File: config.mk
export PLATFORM = sky130hd
export DESIGN_NAME = boot_ctrl
export DESIGN_NICKNAME = d
export VERILOG_FILES = /design/src/logic/boot_pkg.sv /design/src/logic/cfg_wr_if.sv /design/src/logic/cfg_mem.sv /design/src/logic/eeprom_loader.sv /design/src/logic/boot_ctrl.sv
export SDC_FILE = /design/constraint.sdc
export NUM_CORES = 1
export LEC_CHECK = 0
export CAP_MARGIN = 15
export CORE_UTILIZATION = 43
export CTS_CLUSTER_SIZE = 14
export DETAILED_ROUTE_END_ITERATION = 8
export DONT_BUFFER_PORTS = 1
export HOLD_SLACK_MARGIN = 0.08
export PLACE_DENSITY_LB_ADDON = 0.12
export SETUP_SLACK_MARGIN = 0.3
export SLEW_MARGIN = 20
export SYNTH_ARGS = -nofsm -noshare
export SYNTH_HDL_FRONTEND = slang
export SYNTH_HIERARCHICAL = 1
export SYNTH_SLANG_ARGS = --single-unit
export TNS_END_PERCENT = 10
File: constraint.sdc
create_clock -name pclk -period 3.1 [get_ports pclk]
set_input_delay 0.31 -clock pclk [delete_from_list [all_inputs] [get_ports pclk]]
set_output_delay 0.31 -clock pclk [all_outputs]
set_load 0.1 [all_outputs]
File: src/logic/boot_pkg.sv
// constants for the boot loader and sideband pin block
// assumes a 32-bit apb slave port and a 25 MHz pclk
package boot_pkg;
  localparam int unsigned ADDR_W = 8;
  localparam int unsigned DATA_W = 32;
  localparam int unsigned CFG_DW = 8;
  localparam int unsigned CFG_AW = 4;
  localparam int unsigned CFG_WORDS = 16;
  localparam int unsigned EVT_W = 8;
  localparam int unsigned HW_EVT_W = 6;
  localparam int unsigned TEST_W = 6;

  // register byte offsets
  localparam logic [ADDR_W-1:0] OFS_CTRL = 8'h00;
  localparam logic [ADDR_W-1:0] OFS_STATUS = 8'h04;
  localparam logic [ADDR_W-1:0] OFS_INT_MASK = 8'h08;
  localparam logic [ADDR_W-1:0] OFS_INT_STAT = 8'h0C;
  localparam logic [ADDR_W-1:0] OFS_CFG_BASE = 8'h40;
  localparam logic [1:0] CFG_WIN_SEL = 2'b01;

  // field positions
  localparam int unsigned CTRL_RELOAD_BIT = 0;
  localparam int unsigned EVT_LOAD_OK_BIT = 0;
  localparam int unsigned EVT_LOAD_FAIL_BIT = 1;
  localparam int unsigned EVT_HW_LSB = 2;

  // reset values
  localparam logic [EVT_W-1:0] INT_MASK_RST = 8'h00;
  localparam logic [EVT_W-1:0] INT_STAT_RST = 8'h00;
  localparam logic [DATA_W-1:0] PRDATA_RST = 32'h0000_0000;
  localparam logic [CFG_AW-1:0] CFG_LAST = 4'hF;

  // four-level strap as decoded by the pad
  localparam logic [1:0] STRAP_TEST_LO = 2'b00;
  localparam logic [1:0] STRAP_TEST_R = 2'b01;
  localparam logic [1:0] STRAP_FLOAT = 2'b10;
  localparam logic [1:0] STRAP_HIGH = 2'b11;

  typedef enum logic [4:0] {
    LD_IDLE = 5'b00001,
    LD_REQ = 5'b00010,
    LD_WAIT = 5'b00100,
    LD_OK = 5'b01000,
    LD_FAIL = 5'b10000
  } ld_state_t;
endpackage : boot_pkg

File: src/logic/cfg_wr_if.sv
// write path from the eeprom loader into the configuration store
// assumes both ends sit on pclk
`timescale 1ns/10ps
`default_nettype none
interface cfg_wr_if;
  logic we;
  logic [boot_pkg::CFG_AW-1:0] addr;
  logic [boot_pkg::CFG_DW-1:0] data;
  modport src (output we, output addr, output data);
  modport mem (input we, input addr, input data);
endinterface : cfg_wr_if
`default_nettype wire

File: src/logic/cfg_mem.sv
// configuration word store filled by the loader, read over apb
// assumes read address presented one cycle before data is used
`timescale 1ns/10ps
`default_nettype none
module cfg_mem (
  // clock
  input wire logic clk,
  // fill port
  cfg_wr_if.mem wr,
  // read port
  input wire logic [boot_pkg::CFG_AW-1:0] rd_addr,
  output logic [boot_pkg::CFG_DW-1:0] rd_data
);
  logic [boot_pkg::CFG_DW-1:0] mem_reg [boot_pkg::CFG_WORDS];

  // no reset: contents are only meaningful after a good load
  always_ff @(posedge clk) begin
    if (wr.we) begin
      mem_reg[wr.addr] <= wr.data;
    end
    rd_data <= mem_reg[rd_addr];
  end
endmodule : cfg_mem
`default_nettype wire

File: src/logic/eeprom_loader.sv
// walks the configuration words out of the external eeprom
// assumes a serial-bus engine outside answering each read with ack or err
`timescale 1ns/10ps
`default_nettype none
module eeprom_loader (
  // clock and reset
  input wire logic clk,
  input wire logic rst_n,
  input wire logic soft_clr,
  // control
  input wire logic start,
  output logic busy,
  output logic load_ok,
  output logic ok_pulse,
  output logic fail_pulse,
  // eeprom read engine
  output logic rd_req,
  output logic [boot_pkg::CFG_AW-1:0] rd_addr,
  input wire logic rd_ack,
  input wire logic rd_err,
  input wire logic [boot_pkg::CFG_DW-1:0] rd_data,
  // store fill
  cfg_wr_if.src wr
);
  boot_pkg::ld_state_t state_reg, state_next;
  logic [boot_pkg::CFG_AW-1:0] addr_reg;
  wire logic last_word = (addr_reg == boot_pkg::CFG_LAST);

  always_comb begin
    state_next = state_reg;
    case (state_reg)
      boot_pkg::LD_IDLE, boot_pkg::LD_OK, boot_pkg::LD_FAIL: begin
        if (start) state_next = boot_pkg::LD_REQ;
      end
      boot_pkg::LD_REQ: state_next = boot_pkg::LD_WAIT;
      boot_pkg::LD_WAIT: begin
        if (rd_err) state_next = boot_pkg::LD_FAIL;
        else if (rd_ack) state_next = last_word ? boot_pkg::LD_OK : boot_pkg::LD_REQ;
      end
      default: state_next = boot_pkg::LD_IDLE;
    endcase
  end

  always_ff @(posedge clk or negedge rst_n) begin
    if (!rst_n) begin
      state_reg <= boot_pkg::LD_IDLE;
      addr_reg <= '0;
      ok_pulse <= 1'b0;
      fail_pulse <= 1'b0;
      load_ok <= 1'b0;
    end else if (soft_clr) begin
      state_reg <= boot_pkg::LD_IDLE;
      addr_reg <= '0;
      ok_pulse <= 1'b0;
      fail_pulse <= 1'b0;
      load_ok <= 1'b0;
    end else begin
      state_reg <= state_next;
      if (start) addr_reg <= '0;
      else if (state_reg == boot_pkg::LD_WAIT && rd_ack && !rd_err) addr_reg <= addr_reg + 1'b1;
      ok_pulse <= (state_next == boot_pkg::LD_OK) && (state_reg == boot_pkg::LD_WAIT);
      fail_pulse <= (state_next == boot_pkg::LD_FAIL) && (state_reg == boot_pkg::LD_WAIT);
      // only a full, error-free walk counts as loaded
      load_ok <= (state_next == boot_pkg::LD_OK);
    end
  end

  assign busy = (state_reg == boot_pkg::LD_REQ) || (state_reg == boot_pkg::LD_WAIT);
  assign rd_req = (state_reg == boot_pkg::LD_REQ);
  assign rd_addr = addr_reg;
  assign wr.we = (state_reg == boot_pkg::LD_WAIT) && rd_ack && !rd_err;
  assign wr.addr = addr_reg;
  assign wr.data = rd_data;
endmodule : eeprom_loader
`default_nettype wire

File: src/logic/boot_ctrl.sv
// sideband pin block: eeprom boot request, completion pin, interrupt pin
// assumes all pins already synchronous to pclk and an apb master outside
// Overview of operation
// In master mode a low level on the read request pin starts the eeprom configuration load.
// In master mode the host may keep the read request pin low after completion with no further effect.
// In slave mode a low read request pin holds the bus engine and all registers in reset; the code does not reset the configuration store.
// In slave mode the host leaves the read request pin high or floating for normal operation.
// In master mode the completion pin is high on failed or unfinished loads and low only after a good one.
// In slave mode the completion pin follows the read request pin.
// The interrupt pin is pulled low while any enabled event is pending and released otherwise.
// Software chooses which events may raise the interrupt through a mask register.
// The interrupt pin only ever pulls low so many devices can share one pulled-up net.
// Factory test inputs are inputs only and never alter behaviour.
// The role strap gives master mode when floating, slave mode when high, and test otherwise.
// In master mode the completion pin stays high from reset until a load that was requested ends well.
`timescale 1ns/10ps
`default_nettype none
module boot_ctrl (
  // clock and reset
  input wire logic pclk,
  input wire logic presetn,
  // apb slave
  input wire logic psel,
  input wire logic penable,
  input wire logic pwrite,
  input wire logic [boot_pkg::ADDR_W-1:0] paddr,
  input wire logic [boot_pkg::DATA_W-1:0] pwdata,
  output logic [boot_pkg::DATA_W-1:0] prdata,
  output logic pready,
  output logic pslverr,
  // sideband pins
  input wire logic read_req_n,
  input wire logic [1:0] bus_role_strap,
  output logic done_n,
  output logic int_n_out,
  output logic int_n_oe,
  // factory test inputs
  input wire logic factory_test_in_a,
  input wire logic factory_test_in_b,
  input wire logic factory_test_in_c,
  input wire logic factory_test_in_d,
  input wire logic factory_test_in_e,
  input wire logic factory_test_in_f,
  // events from the rest of the device
  input wire logic [boot_pkg::HW_EVT_W-1:0] hw_event,
  // serial bus engine side
  output logic smb_rst_n,
  output logic ee_rd_req,
  output logic [boot_pkg::CFG_AW-1:0] ee_rd_addr,
  input wire logic ee_rd_ack,
  input wire logic ee_rd_err,
  input wire logic [boot_pkg::CFG_DW-1:0] ee_rd_data
);
  cfg_wr_if fill ();

  logic [1:0] strap_reg;
  logic strap_valid_reg;
  logic req_d_reg;
  logic reload_reg;
  logic [boot_pkg::EVT_W-1:0] int_mask_reg;
  logic [boot_pkg::EVT_W-1:0] int_stat_reg;
  logic [boot_pkg::EVT_W-1:0] int_stat_next;
  logic [boot_pkg::TEST_W-1:0] test_reg;
  logic ok_seen_reg;
  logic ld_busy;
  logic ld_ok;
  logic ld_ok_pulse;
  logic ld_fail_pulse;
  logic [boot_pkg::CFG_DW-1:0] cfg_rd_data;
  logic [boot_pkg::DATA_W-1:0] rdata_mux;

  // strap decode
  wire logic master_mode = strap_valid_reg && (strap_reg == boot_pkg::STRAP_FLOAT);
  wire logic slave_mode = strap_valid_reg && (strap_reg == boot_pkg::STRAP_HIGH);
  // slave-mode reset hold
  wire logic soft_rst = slave_mode && !read_req_n;

  // apb decode
  wire logic wait_ph = psel && penable && !pready;
  wire logic done_ph = psel && penable && pready;
  wire logic sel_ctrl = (paddr == boot_pkg::OFS_CTRL);
  wire logic sel_status = (paddr == boot_pkg::OFS_STATUS);
  wire logic sel_mask = (paddr == boot_pkg::OFS_INT_MASK);
  wire logic sel_stat = (paddr == boot_pkg::OFS_INT_STAT);
  wire logic sel_cfg = (paddr[7:6] == boot_pkg::CFG_WIN_SEL) && (paddr[1:0] == 2'b00);
  wire logic mapped = sel_ctrl || sel_status || sel_mask || sel_stat || sel_cfg;
  // registers ignore writes while held in slave reset
  wire logic wr_ok = done_ph && pwrite && mapped && !soft_rst;
  wire logic [boot_pkg::CFG_AW-1:0] cfg_idx = paddr[5:2];

  // load start: pin falling edge or the reload bit, so a held-low pin does nothing more
  wire logic req_fall = req_d_reg && !read_req_n;
  wire logic start = master_mode && !ld_busy && (req_fall || reload_reg);

  wire logic [boot_pkg::EVT_W-1:0] evt_in = {hw_event, ld_fail_pulse, ld_ok_pulse};
  wire logic [boot_pkg::EVT_W-1:0] w1c = (wr_ok && sel_stat) ? pwdata[7:0] : '0;
  wire logic int_pend = |(int_stat_reg & int_mask_reg);
  wire logic [boot_pkg::TEST_W-1:0] test_bus = {factory_test_in_f, factory_test_in_e,
      factory_test_in_d, factory_test_in_c, factory_test_in_b, factory_test_in_a};

  // a new event beats a simultaneous clear
  assign int_stat_next = (int_stat_reg & ~w1c) | evt_in;

  always_comb begin
    rdata_mux = boot_pkg::PRDATA_RST;
    if (sel_ctrl) rdata_mux = boot_pkg::PRDATA_RST;
    else if (sel_status) rdata_mux = {16'h0000, 2'b00, test_reg, strap_reg,
        read_req_n, slave_mode, master_mode, ok_seen_reg, ld_ok, ld_busy};
    else if (sel_mask) rdata_mux = {24'h00_0000, int_mask_reg};
    else if (sel_stat) rdata_mux = {24'h00_0000, int_stat_reg};
    else if (sel_cfg) rdata_mux = {24'h00_0000, cfg_rd_data};
  end

  // strap caught once, on the first edge after reset release
  always_ff @(posedge pclk or negedge presetn) begin
    if (!presetn) begin
      strap_reg <= boot_pkg::STRAP_TEST_LO;
      strap_valid_reg <= 1'b0;
    end else if (!strap_valid_reg) begin
      strap_reg <= bus_role_strap;
      strap_valid_reg <= 1'b1;
    end
  end

  // apb handshake: one wait state covers the store's read latency
  always_ff @(posedge pclk or negedge presetn) begin
    if (!presetn) begin
      pready <= 1'b0;
      pslverr <= 1'b0;
      prdata <= boot_pkg::PRDATA_RST;
    end else begin
      pready <= wait_ph;
      pslverr <= wait_ph && !mapped;
      if (wait_ph && !pwrite) prdata <= rdata_mux;
    end
  end

  // software-visible registers
  always_ff @(posedge pclk or negedge presetn) begin
    if (!presetn) begin
      int_mask_reg <= boot_pkg::INT_MASK_RST;
      int_stat_reg <= boot_pkg::INT_STAT_RST;
      reload_reg <= 1'b0;
    end else if (soft_rst) begin
      int_mask_reg <= boot_pkg::INT_MASK_RST;
      int_stat_reg <= boot_pkg::INT_STAT_RST;
      reload_reg <= 1'b0;
    end else begin
      if (wr_ok && sel_mask) int_mask_reg <= pwdata[7:0];
      int_stat_reg <= int_stat_next;
      reload_reg <= wr_ok && sel_ctrl && pwdata[boot_pkg::CTRL_RELOAD_BIT];
    end
  end

  // pin-side flops
  always_ff @(posedge pclk or negedge presetn) begin
    if (!presetn) begin
      req_d_reg <= 1'b1;
      ok_seen_reg <= 1'b0;
      done_n <= 1'b1;
      int_n_out <= 1'b0;
      int_n_oe <= 1'b0;
      smb_rst_n <= 1'b0;
      test_reg <= '0;
    end else begin
      // edge detector idles high until the role is known
      req_d_reg <= strap_valid_reg ? read_req_n : 1'b1;
      ok_seen_reg <= ld_ok;
      if (master_mode) done_n <= !ld_ok;
      else if (slave_mode) done_n <= read_req_n;
      else done_n <= 1'b1;
      int_n_out <= 1'b0;
      int_n_oe <= int_pend;
      // held until the role is known: no one-cycle release before a slave hold
      smb_rst_n <= strap_valid_reg && !soft_rst;
      // status only; never fed into control
      test_reg <= test_bus;
    end
  end

  eeprom_loader u_loader (
    .clk(pclk),
    .rst_n(presetn),
    .soft_clr(soft_rst),
    .start(start),
    .busy(ld_busy),
    .load_ok(ld_ok),
    .ok_pulse(ld_ok_pulse),
    .fail_pulse(ld_fail_pulse),
    .rd_req(ee_rd_req),
    .rd_addr(ee_rd_addr),
    .rd_ack(ee_rd_ack),
    .rd_err(ee_rd_err),
    .rd_data(ee_rd_data),
    .wr(fill.src)
  );

  cfg_mem u_mem (
    .clk(pclk),
    .wr(fill.mem),
    .rd_addr(cfg_idx),
    .rd_data(cfg_rd_data)
  );
endmodule : boot_ctrl
`default_nettype wire

Word level (Yosys, flattened, before mapping)
Memory sizes are Yosys's and may differ from the RTL's. A register that Yosys moved wholly into a read port is not among the register bits.
Cells that the tools add are included.
{ "word_totals": {"input_bits": 70, "ff_bits": 77, "mem_count": 1, "mem_bits_rw": 128} }
{ "mem_list": {"columns": ["name", "depth", "word_bits", "rd", "rd_clocked_by_memory_dff", "write_ports", "line", "rtl"], "rows": [
  ["u_mem.mem_reg", 16, 8, 1, 1, 1, "cfg_mem.sv:14", "logic [boot_pkg::CFG_DW-1:0] mem_reg [boot_pkg::CFG_WORDS];"]
]} }
{ "op_classes": {"eq_ne": 14, "n_reduce_logical": 44, "n_addsub": 1, "bitwise_logic": 4, "n_mux": 27} }
{ "ops": {"columns": ["operator", "count"], "rows": [
  ["$mux W32", 2],
  ["$mux W8", 7],
  ["$logic_and A1 B1 Y1", 24],
  ["$mux W5", 4],
  ["$and A8 B8 Y8", 2],
  ["$eq A8 B4 Y1 const B", 2],
  ["$mux W4", 4],
  ["$pmux W5 S3", 1],
  ["$eq A5 B4 Y1 const B", 2],
  ["$eq A5 B5 Y1 const B", 2],
  ["$mux W1", 9],
  ["$eq A8 B3 Y1 const B", 1],
  ["$logic_not A1 Y1", 8],
  ["$logic_not A8 Y1", 1],
  ["$not A8 Y8", 1],
  ["$or A8 B8 Y8", 1],
  ["$reduce_or A8 Y1", 1],
  ["$logic_or A1 B1 Y1", 6],
  ["$eq A5 B1 Y1 const B", 1],
  ["$eq A5 B2 Y1 const B", 1],
  ["$eq A5 B3 Y1 const B", 1],
  ["$add A4 B1 Y4 const B", 1],
  ["$eq A2 B2 Y1 const B", 2],
  ["$eq A4 B4 Y1 const B", 1],
  ["5 further kinds", 5]
]} }

Logic depth before layout (Yosys ltp)
Gate-level depths: netlist of run 1.
{ "logic_depth": {"word_depth": 13, "ltp_mapped": 8} }

Cells and area by module
The synthesis of run 1 kept the hierarchy.
{ "by_module_without_submodules": {"columns": ["mod", "area_per_inst_um2", "cells_each", "instances", "seq_area_each_um2"], "rows": [
  ["cfg_mem", 5147.4, 229, 1, 4003.8],
  ["boot_ctrl", 2401.1, 223, 1, 1178.6],
  ["eeprom_loader", 820.8, 88, 1, 301.5]
]} }

Worst setup path before layout of run 1
OpenSTA, ideal clock, no wires.
{ "synth_timing": {"path_type": "reg-to-reg", "startpoint": "reg u_loader.state_reg[1]", "endpoint": "mem u_mem/mem_reg[0][0] (netlist name), enable pin", "t_arrival_ns": 2.241, "n_path_buf": 1, "stages_incl_launch_ff": 6, "setup_time_ns": 0.383, "path_slack_ns": 0.476, "cell_sequence": "dfrtp_1 -> or3_4 -> buf_6 -> nor2_1 -> or3b_2 -> nor3_1"} }
{ "synth_via": {"elab_chain_len": 5} }
{ "synth_lines": {"columns": ["item", "line", "rtl"], "rows": [
  ["from (decl)", "eeprom_loader.sv:25", "boot_pkg::ld_state_t state_reg, state_next;"],
  ["from (signal assigned)", "eeprom_loader.sv:46", "state_reg <= boot_pkg::LD_IDLE;"],
  ["from (signal assigned)", "eeprom_loader.sv:52", "state_reg <= boot_pkg::LD_IDLE;"],
  ["from (signal assigned)", "eeprom_loader.sv:58", "state_reg <= state_next;"],
  ["$eq A5 B3 Y1", "eeprom_loader.sv:71", "assign wr.we = (state_reg == boot_pkg::LD_WAIT) && rd_ack && !rd_err;"],
  ["$logic_and A1 B1 Y1 (2 in a row)", "eeprom_loader.sv:71", null],
  ["via fill.we", "cfg_wr_if.sv:6", "logic we;"],
  ["$mux W1", "cfg_mem.sv:18", "if (wr.we) begin"],
  ["$mux W1 (implied by the code)", "cfg_mem.sv:19", "mem_reg[wr.addr] <= wr.data;"],
  ["to (decl)", "cfg_mem.sv:14", null]
]} }
The timed path passes the listed nets, and every way through them passes these cells.

Worst setup path in the final report of run 1
{ "layout_timing": {"startpoint": "reg u_loader.state_reg[4]", "endpoint": "mem u_mem/mem_reg[0][7] (netlist name), enable pin"} }
Same word-level chain as after synthesis.

==> results of run 1 <==
## final timing paths
kind | from | to | slack (ns) | cells past startpoint
max | u_loader/state_reg[4]$_DFF_PN0_ | u_mem/mem_reg[0][7]$_DFFE_PP_ | 0.70 | 5
min | ee_rd_err | u_loader/ok_pulse$_DFF_PN0_ | 0.1 | 2
max reg2reg | u_loader/state_reg[4]$_DFF_PN0_ | u_mem/mem_reg[0][7]$_DFFE_PP_ | 0.70 | 5
min reg2reg | u_loader/load_ok$_DFF_PN0_ | ok_seen_reg$_DFF_PN0_ | 0.42 | 0
max in group asynchronous | presetn | u_loader/state_reg[0]$_DFF_PN1_ | 2.38 | 2
min in group asynchronous | presetn | int_stat_reg[2]$_DFF_PN0_ | 0.39 | 2
## routing by layer
| metal | vias to the layer above | track usage |
|---|---|---|
| met3 | 19 | 0.0476 |
| met1 | 2429 | 0.253 |
| li1 | 2120 | - |
| met4 | 0 | 0.0651 |
| met2 | 116 | 0.304 |
| met5 | - | 0 |
## area by class of cell
type | instances | area, um2 | share of cell area
clock buffer | 17 | 425 | 0.0445
clock inverter | 15 | 214 | 0.0224
inverter | 12 | 45.0 | 0.00471
multi-input combinational | 296 | 2510 | 0.262
sequential | 195 | 5480 | 0.573
tap | 260 | 325 | 0.0340
timing repair buffer | 61 | 568 | 0.0594
## critical path: stages, from the launching register on
cell and delay (ns):
sky130_fd_sc_hd__dfrtp_1 0.49, sky130_fd_sc_hd__or3_4 0.46, sky130_fd_sc_hd__nor2_1 0.23, sky130_fd_sc_hd__or3b_2 0.52
sky130_fd_sc_hd__nor3_1 0.21, sky130_fd_sc_hd__buf_4 0.20
## through the flow
| stage | instance area [um2] | hold WS [ns] |
|---|---|---|
| 2_1_floorplan | 8440 | 0.0144 |
| 5_1_grt | 9570 | 0.0906 |
| 4_1_cts | 9570 | 0.0908 |
| 6_report | 9570 | 0.0992 |
| 3_5_place_dp | 8540 | 0.0158 |
| 3_3_place_gp | 8540 | 0.0156 |
## logic make-up (layout without fill, tap and decap cells)
kind of cell    after synthesis  in the layout  share of synthesized area
fa+ha+maj                     1              1                    0.00149
xor+xnor                      1              1                    0.00105
mux                          42             42                      0.109
other cells                   2             20                   0.000897
buf+inv                      67            105                     0.0531
compound gates               97             97                     0.0813
simple gates                135            135                     0.0975
flops                       195            195                      0.655
## layout by cell type, fill, tap and decap left out, drive strengths merged, types with 11 or more instances in the layout
cell         count
nand2           36
buf             25
a21oi           29
conb            20
a22oi           20
mux4            32
o21ai           14
nor2            30
clkbuf          17
dlygate4sd3     36
dfrtp           56
edfxtp         128
inv             20
nor2b           11
## power by group through the flow
stage	logic [mW]	clock network, mW	registers (mW)
2_1_floorplan	0.286	0	2.94
3_3_place_gp	0.252	0	2.94
3_5_place_dp	0.254	0	2.94
4_1_cts	0.338	2.40	2.88
5_1_grt	0.359	2.51	2.89
6_report	0.334	2.36	2.88
==> run summary, run 1 <==
### Synth
- flip-flop and latch count after synthesis: 195
- number of flops mapped to enable cells by yosys: 128
- area fraction of the dominant cell type after synthesis: 0.459
- sequential fraction of the synthesis area: 0.655
- Mean Syn Cell Area: 15.5 um2
- count of different cell masters after synthesis: 68
- Mapped Area: 0.00837 mm2
- library cell with the highest instance count after synthesis: sky130_fd_sc_hd__edfxtp_1
- top cells by count, synth: sky130_fd_sc_hd__edfxtp_1 (128), sky130_fd_sc_hd__dfrtp_1 (56), sky130_fd_sc_hd__buf_4 (34), sky130_fd_sc_hd__nand2_1 (34)
- leading register cell type out of synthesis: sky130_fd_sc_hd__edfxtp_1
- number of cells produced by synthesis: 540
- largest cells by area after synthesis: sky130_fd_sc_hd__edfxtp_1 (46%), sky130_fd_sc_hd__dfrtp_1 (17%), sky130_fd_sc_hd__mux4_2 (4.8%), sky130_fd_sc_hd__mux4_1 (4.4%), sky130_fd_sc_hd__buf_4 (3.0%)
- fraction of registers with async set/reset: 0.303
- number of warnings printed during yosys synthesis: 6
- cell type with the highest aggregate area in the netlist: sky130_fd_sc_hd__edfxtp_1

### Routing
- met3 wire length: 901 um
- DRT Pass-1 Iters: 4
- met1 layer wirelength in the final routing: 8010 um
- Iteration-0 DRC Markers: 308
- DR WL met2: 8570 um
- uppermost layer routed: met4
- post-DR wirelength/cell: 20.8 um
- routed vias/inst: 5.47
- final wirelength: 17800 um
- routed vias: 4684
- # DRC: 0
- post-detailed-route count of antenna-violating nets: 0

### Timing
- setup violators final: 0
- worst slew pin tran: 0.960 ns
- Pins Over Slew Limit: 0
- Final Critical Period: 2.40 ns
- highest attainable clock frequency: 0.417 GHz
- final clock period utilization by the worst path: 0.773
- worst-case headroom to the max-slew limit: 0.360
- worst setup skew after layout: 0.0114 ns
- Final TNS setup: 0 ns
- post-layout worst setup margin: 0.705 ns
- setup repair after global routing missed its margin: no
- Hold Vio Cnt, Final: 0

### Power
- switching pwr: 1.35 mW
- PD cells: 583 mW/mm2
- leakage: 3.54 nW
- overall power of the completed layout: 5.58 mW
- Internal Power: 4.23 mW
- switching share of total power: 0.242
- part of the power in combinational logic: 0.060
- clock share of power: 0.423
- sequential share of power: 0.517
- IR Drop Worst-Case VDD: 0.371 mV

### Placed design
- worst slack at placement: 0.725 ns
- Final GP Congestion: 0.787
- half-perimeter wire length after placement: 11200 um
- number of buffers inserted by port buffering: 0
- cell count after placement: 787

### GRT
- maximum number of pins on one net before global-route repair: 62
- global-route wire length before repair: 27700 um
- All-Layer GR Usage: 0.190
- Remaining Overflow, GRT: 0
- number of antenna violations at the first check in global routing: 0
- number of global-route vias before repair: 4827

### Floorplanning
- number of rows in the core area: 50
- area inside the core boundary: 0.0189 mm2
- number of top-level pins: 113
- die span in x: 142 um
- Die Y: 142 um
- die area: 0.0200 mm2
- effective utilization at floorplan: 0.443

### Layout
- Fill cells: 1604
- proportion of layout cells with a drive suffix above 1: 0.183
- utilization after layout: 0.507
- final net count: 654
- non-filler instance count after layout: 856
- Layout area overhead: 14.4%
- n_diodes: 0
- number of flip-flops in the largest register: 128

### CTS
- number of buffers on the longest clock path: 2
- TritonCTS buffer count: 17
- PostCTS Resize Cnt: 0
- buffers inserted during post-CTS setup optimization: 0
- sinks on the clock net: 195
- count of hold buffers inserted by post-cts repair: 37
- clock latency on the worst-skew pair: 0.44 ns
- clock transition time at the flip-flop clock pins of the worst setup and hold paths: 0.07 ns
- root cell of the clock tree: sky130_fd_sc_hd__clkbuf_16
- htree depth: 4
- clock tree from TritonCTS: built

### Worst hold path
- class of the most critical hold timing path: in2reg

### Setup path
- required time worst endpoint: 3.25 ns
- Setup crit end kind: register
- Worst Path Class, Setup: reg2reg
- type of element launching the critical path: register
- crit-path max FO: 14
- worst path arrival time: 2.54 ns

### Flow run
- max-cap check violation count: 0

### Status
- outcome: finished, final reports clean

(Power assumes the default switching activity.)
==> run 2, diff against run 1 <==
Clock period 3.1 ns to 2.4 ns, I/O delays scaled along.
==> run summary, run 2 (same netlist as run 1, synthesis figures left out) <==
### Routing
- post-DR wirelength/cell: 20.3 um
- DRT Pass-1 Iters: 5
- final wirelength: 17800 um
- routed vias: 4685
- # DRC: 0
- post-detailed-route count of antenna-violating nets: 0
- Iteration-0 DRC Markers: 329
- routed vias/inst: 5.33

### Setup path
- Worst Path Class, Setup: reg2reg
- required time worst endpoint: 2.53 ns
- worst-case reg-to-reg path depth: 5
- worst reg2reg endpoint: u_mem/mem_reg[0][2]$_DFFE_PP_
- setup slack of the most critical reg-to-reg path: 0.33 ns
- type of element launching the critical path: register
- Reg2Reg Launch Point: u_loader/state_reg[0]$_DFF_PN1_
- crit-path max FO: 9
- Setup crit end kind: register
- worst path arrival time: 2.20 ns

### Floorplanning
- area inside the core boundary: 0.0189 mm2
- number of rows in the core area: 50
- number of top-level pins: 113
- effective utilization at floorplan: 0.443
- die span in x: 142 um
- Die Y: 142 um
- die area: 0.0200 mm2

### Layout
- Layout area overhead: 16.6%
- proportion of layout cells with a drive suffix above 1: 0.220
- final net count: 678
- top library cells by usage in the layout, fill and taps aside: sky130_fd_sc_hd__edfxtp_1 (128), sky130_fd_sc_hd__dfrtp_1 (52), sky130_fd_sc_hd__dlygate4sd3_1 (43)
- Fill cells: 1634
- n_diodes: 0
- most common cell after layout, fill and taps aside: sky130_fd_sc_hd__edfxtp_1
- number of flip-flops in the largest register: 128

### Timing
- Pins Over Slew Limit: 0
- Final Critical Period: 2.07 ns
- post-layout worst setup margin: 0.333 ns
- worst-case headroom to the max-slew limit: 0.369
- Hold Vio Cnt, Final: 0
- setup violators final: 0
- Final TNS setup: 0 ns
- worst slew pin tran: 0.946 ns
- hold slack final: 0.107 ns
- highest attainable clock frequency: 0.484 GHz
- worst setup skew after layout: 0.0139 ns
- setup repair after global routing missed its margin: yes
- final clock period utilization by the worst path: 0.861

### GRT
- global-route wire length before repair: 27300 um
- All-Layer GR Usage: 0.188
- number of global-route vias before repair: 4637
- Remaining Overflow, GRT: 0
- maximum number of pins on one net before global-route repair: 60
- number of antenna violations at the first check in global routing: 0

### CTS
- sinks on the clock net: 195
- clock latency on the worst-skew pair: 0.43 ns
- TritonCTS buffer count: 17
- htree depth: 4
- number of buffers on the longest clock path: 2
- clock tree from TritonCTS: built
- clock transition time at the flip-flop clock pins of the worst setup and hold paths: 0.07 ns
- root cell of the clock tree: sky130_fd_sc_hd__clkbuf_16

### Status
- outcome: finished, final reports clean

### Power
- leakage: 3.62 nW
- PD cells: 706 mW/mm2
- overall power of the completed layout: 6.89 mW
- IR Drop Worst-Case VDD: 0.484 mV

### Placed design
- Final GP Congestion: 0.825
- half-perimeter wire length after placement: 11400 um
- worst slack at placement: 0.205 ns
- number of buffers inserted by port buffering: 0

### Worst hold path
- Worst Hold Path EP: int_stat_reg[0]$_DFF_PN0_
- class of the most critical hold timing path: in2reg
- hold-critical path depth: 3
- critical hold path startpoint: paddr[2]

### Flow run
- max-cap check violation count: 0

-- run 2: changes by cell type in the layout (fill, tap and decap cells not counted), sizes merged --
cell / before / now
buf: 25 / 42
bufinv: 3 / 0
clkinv: 4 / 5
clkinvlp: 0 / 1
dlygate4sd3: 36 / 43
-- run 2: worst max path at each step --
stage | start | cells after the start | to
2_1_floorplan | pready$_DFF_PN0_ | 4 | int_mask_reg[0]$_DFFE_PN0P_
3_3_place_gp | u_loader/state_reg[3]$_DFF_PN0_ | 5 | u_mem/mem_reg[0][3]$_DFFE_PP_
3_5_place_dp | u_loader/state_reg[3]$_DFF_PN0_ | 5 | u_mem/mem_reg[0][3]$_DFFE_PP_
4_1_cts | u_loader/state_reg[2]$_DFF_PN0_ | 5 | u_loader/ok_pulse$_DFF_PN0_
5_1_grt | u_loader/state_reg[3]$_DFF_PN0_ | 5 | u_mem/mem_reg[0][0]$_DFFE_PP_
6_report | u_loader/state_reg[0]$_DFF_PN1_ | 5 | u_mem/mem_reg[0][2]$_DFFE_PP_
-- run 2: timing repair --
action                                  4_1_cts  5_1_grt
endpoints found under the hold margin       227        0
hold buffers                                 44        0
pin swaps                                     1        1
gates resized for setup                       2        4
endpoints found under the setup margin       25        9
buffers inserted                              3        0
-- run 2: critical path, stage by stage (launching register included) --
cell	delay, ns
sky130_fd_sc_hd__dfstp_2	0.41
sky130_fd_sc_hd__or3_4	0.42
sky130_fd_sc_hd__nor2_4	0.13
sky130_fd_sc_hd__or3b_4	0.44
sky130_fd_sc_hd__nor3_4	0.16
sky130_fd_sc_hd__buf_4	0.21
-- run 2: metal layers --
| metal | global-route usage | routed length (um) |
|---|---|---|
| met5 | 0 | 0 |
| met4 | 0.0340 | 114 |
| met3 | 0.0432 | 934 |
| met2 | 0.293 | 8420 |
| met1 | 0.274 | 8370 |
-- run 2: final cells by class --
class,instances,area (um2),share of cell area
Clock buffer,17,425,0.0436
Inverter,12,45.0,0.00461
Tap cell,260,325,0.0333
Timing Repair Buffer,85,766,0.0784
Sequential cell,195,5490,0.562
Multi-Input combinational cell,296,2570,0.264
Clock inverter,14,139,0.0142
-- run 2: through the flow --
stage	cell area (um2)	cells	util
floorplan	8470	558	-
global placement	8680	801	0.460
detailed placement	8680	801	0.460
CTS	9740	879	0.516
global route	9760	879	0.517
finish	9760	879	0.517
-- run 2: report_power, final --
| group | switching, mW | internal, mW | total [mW] | leakage, nW |
|---|---|---|---|---|
| Combinational | 0.334 | 0.162 | 0.496 | 1.37 |
| Clock | 1.33 | 1.38 | 2.71 | 0.275 |
| Sequential | 0.0617 | 3.63 | 3.69 | 1.97 |
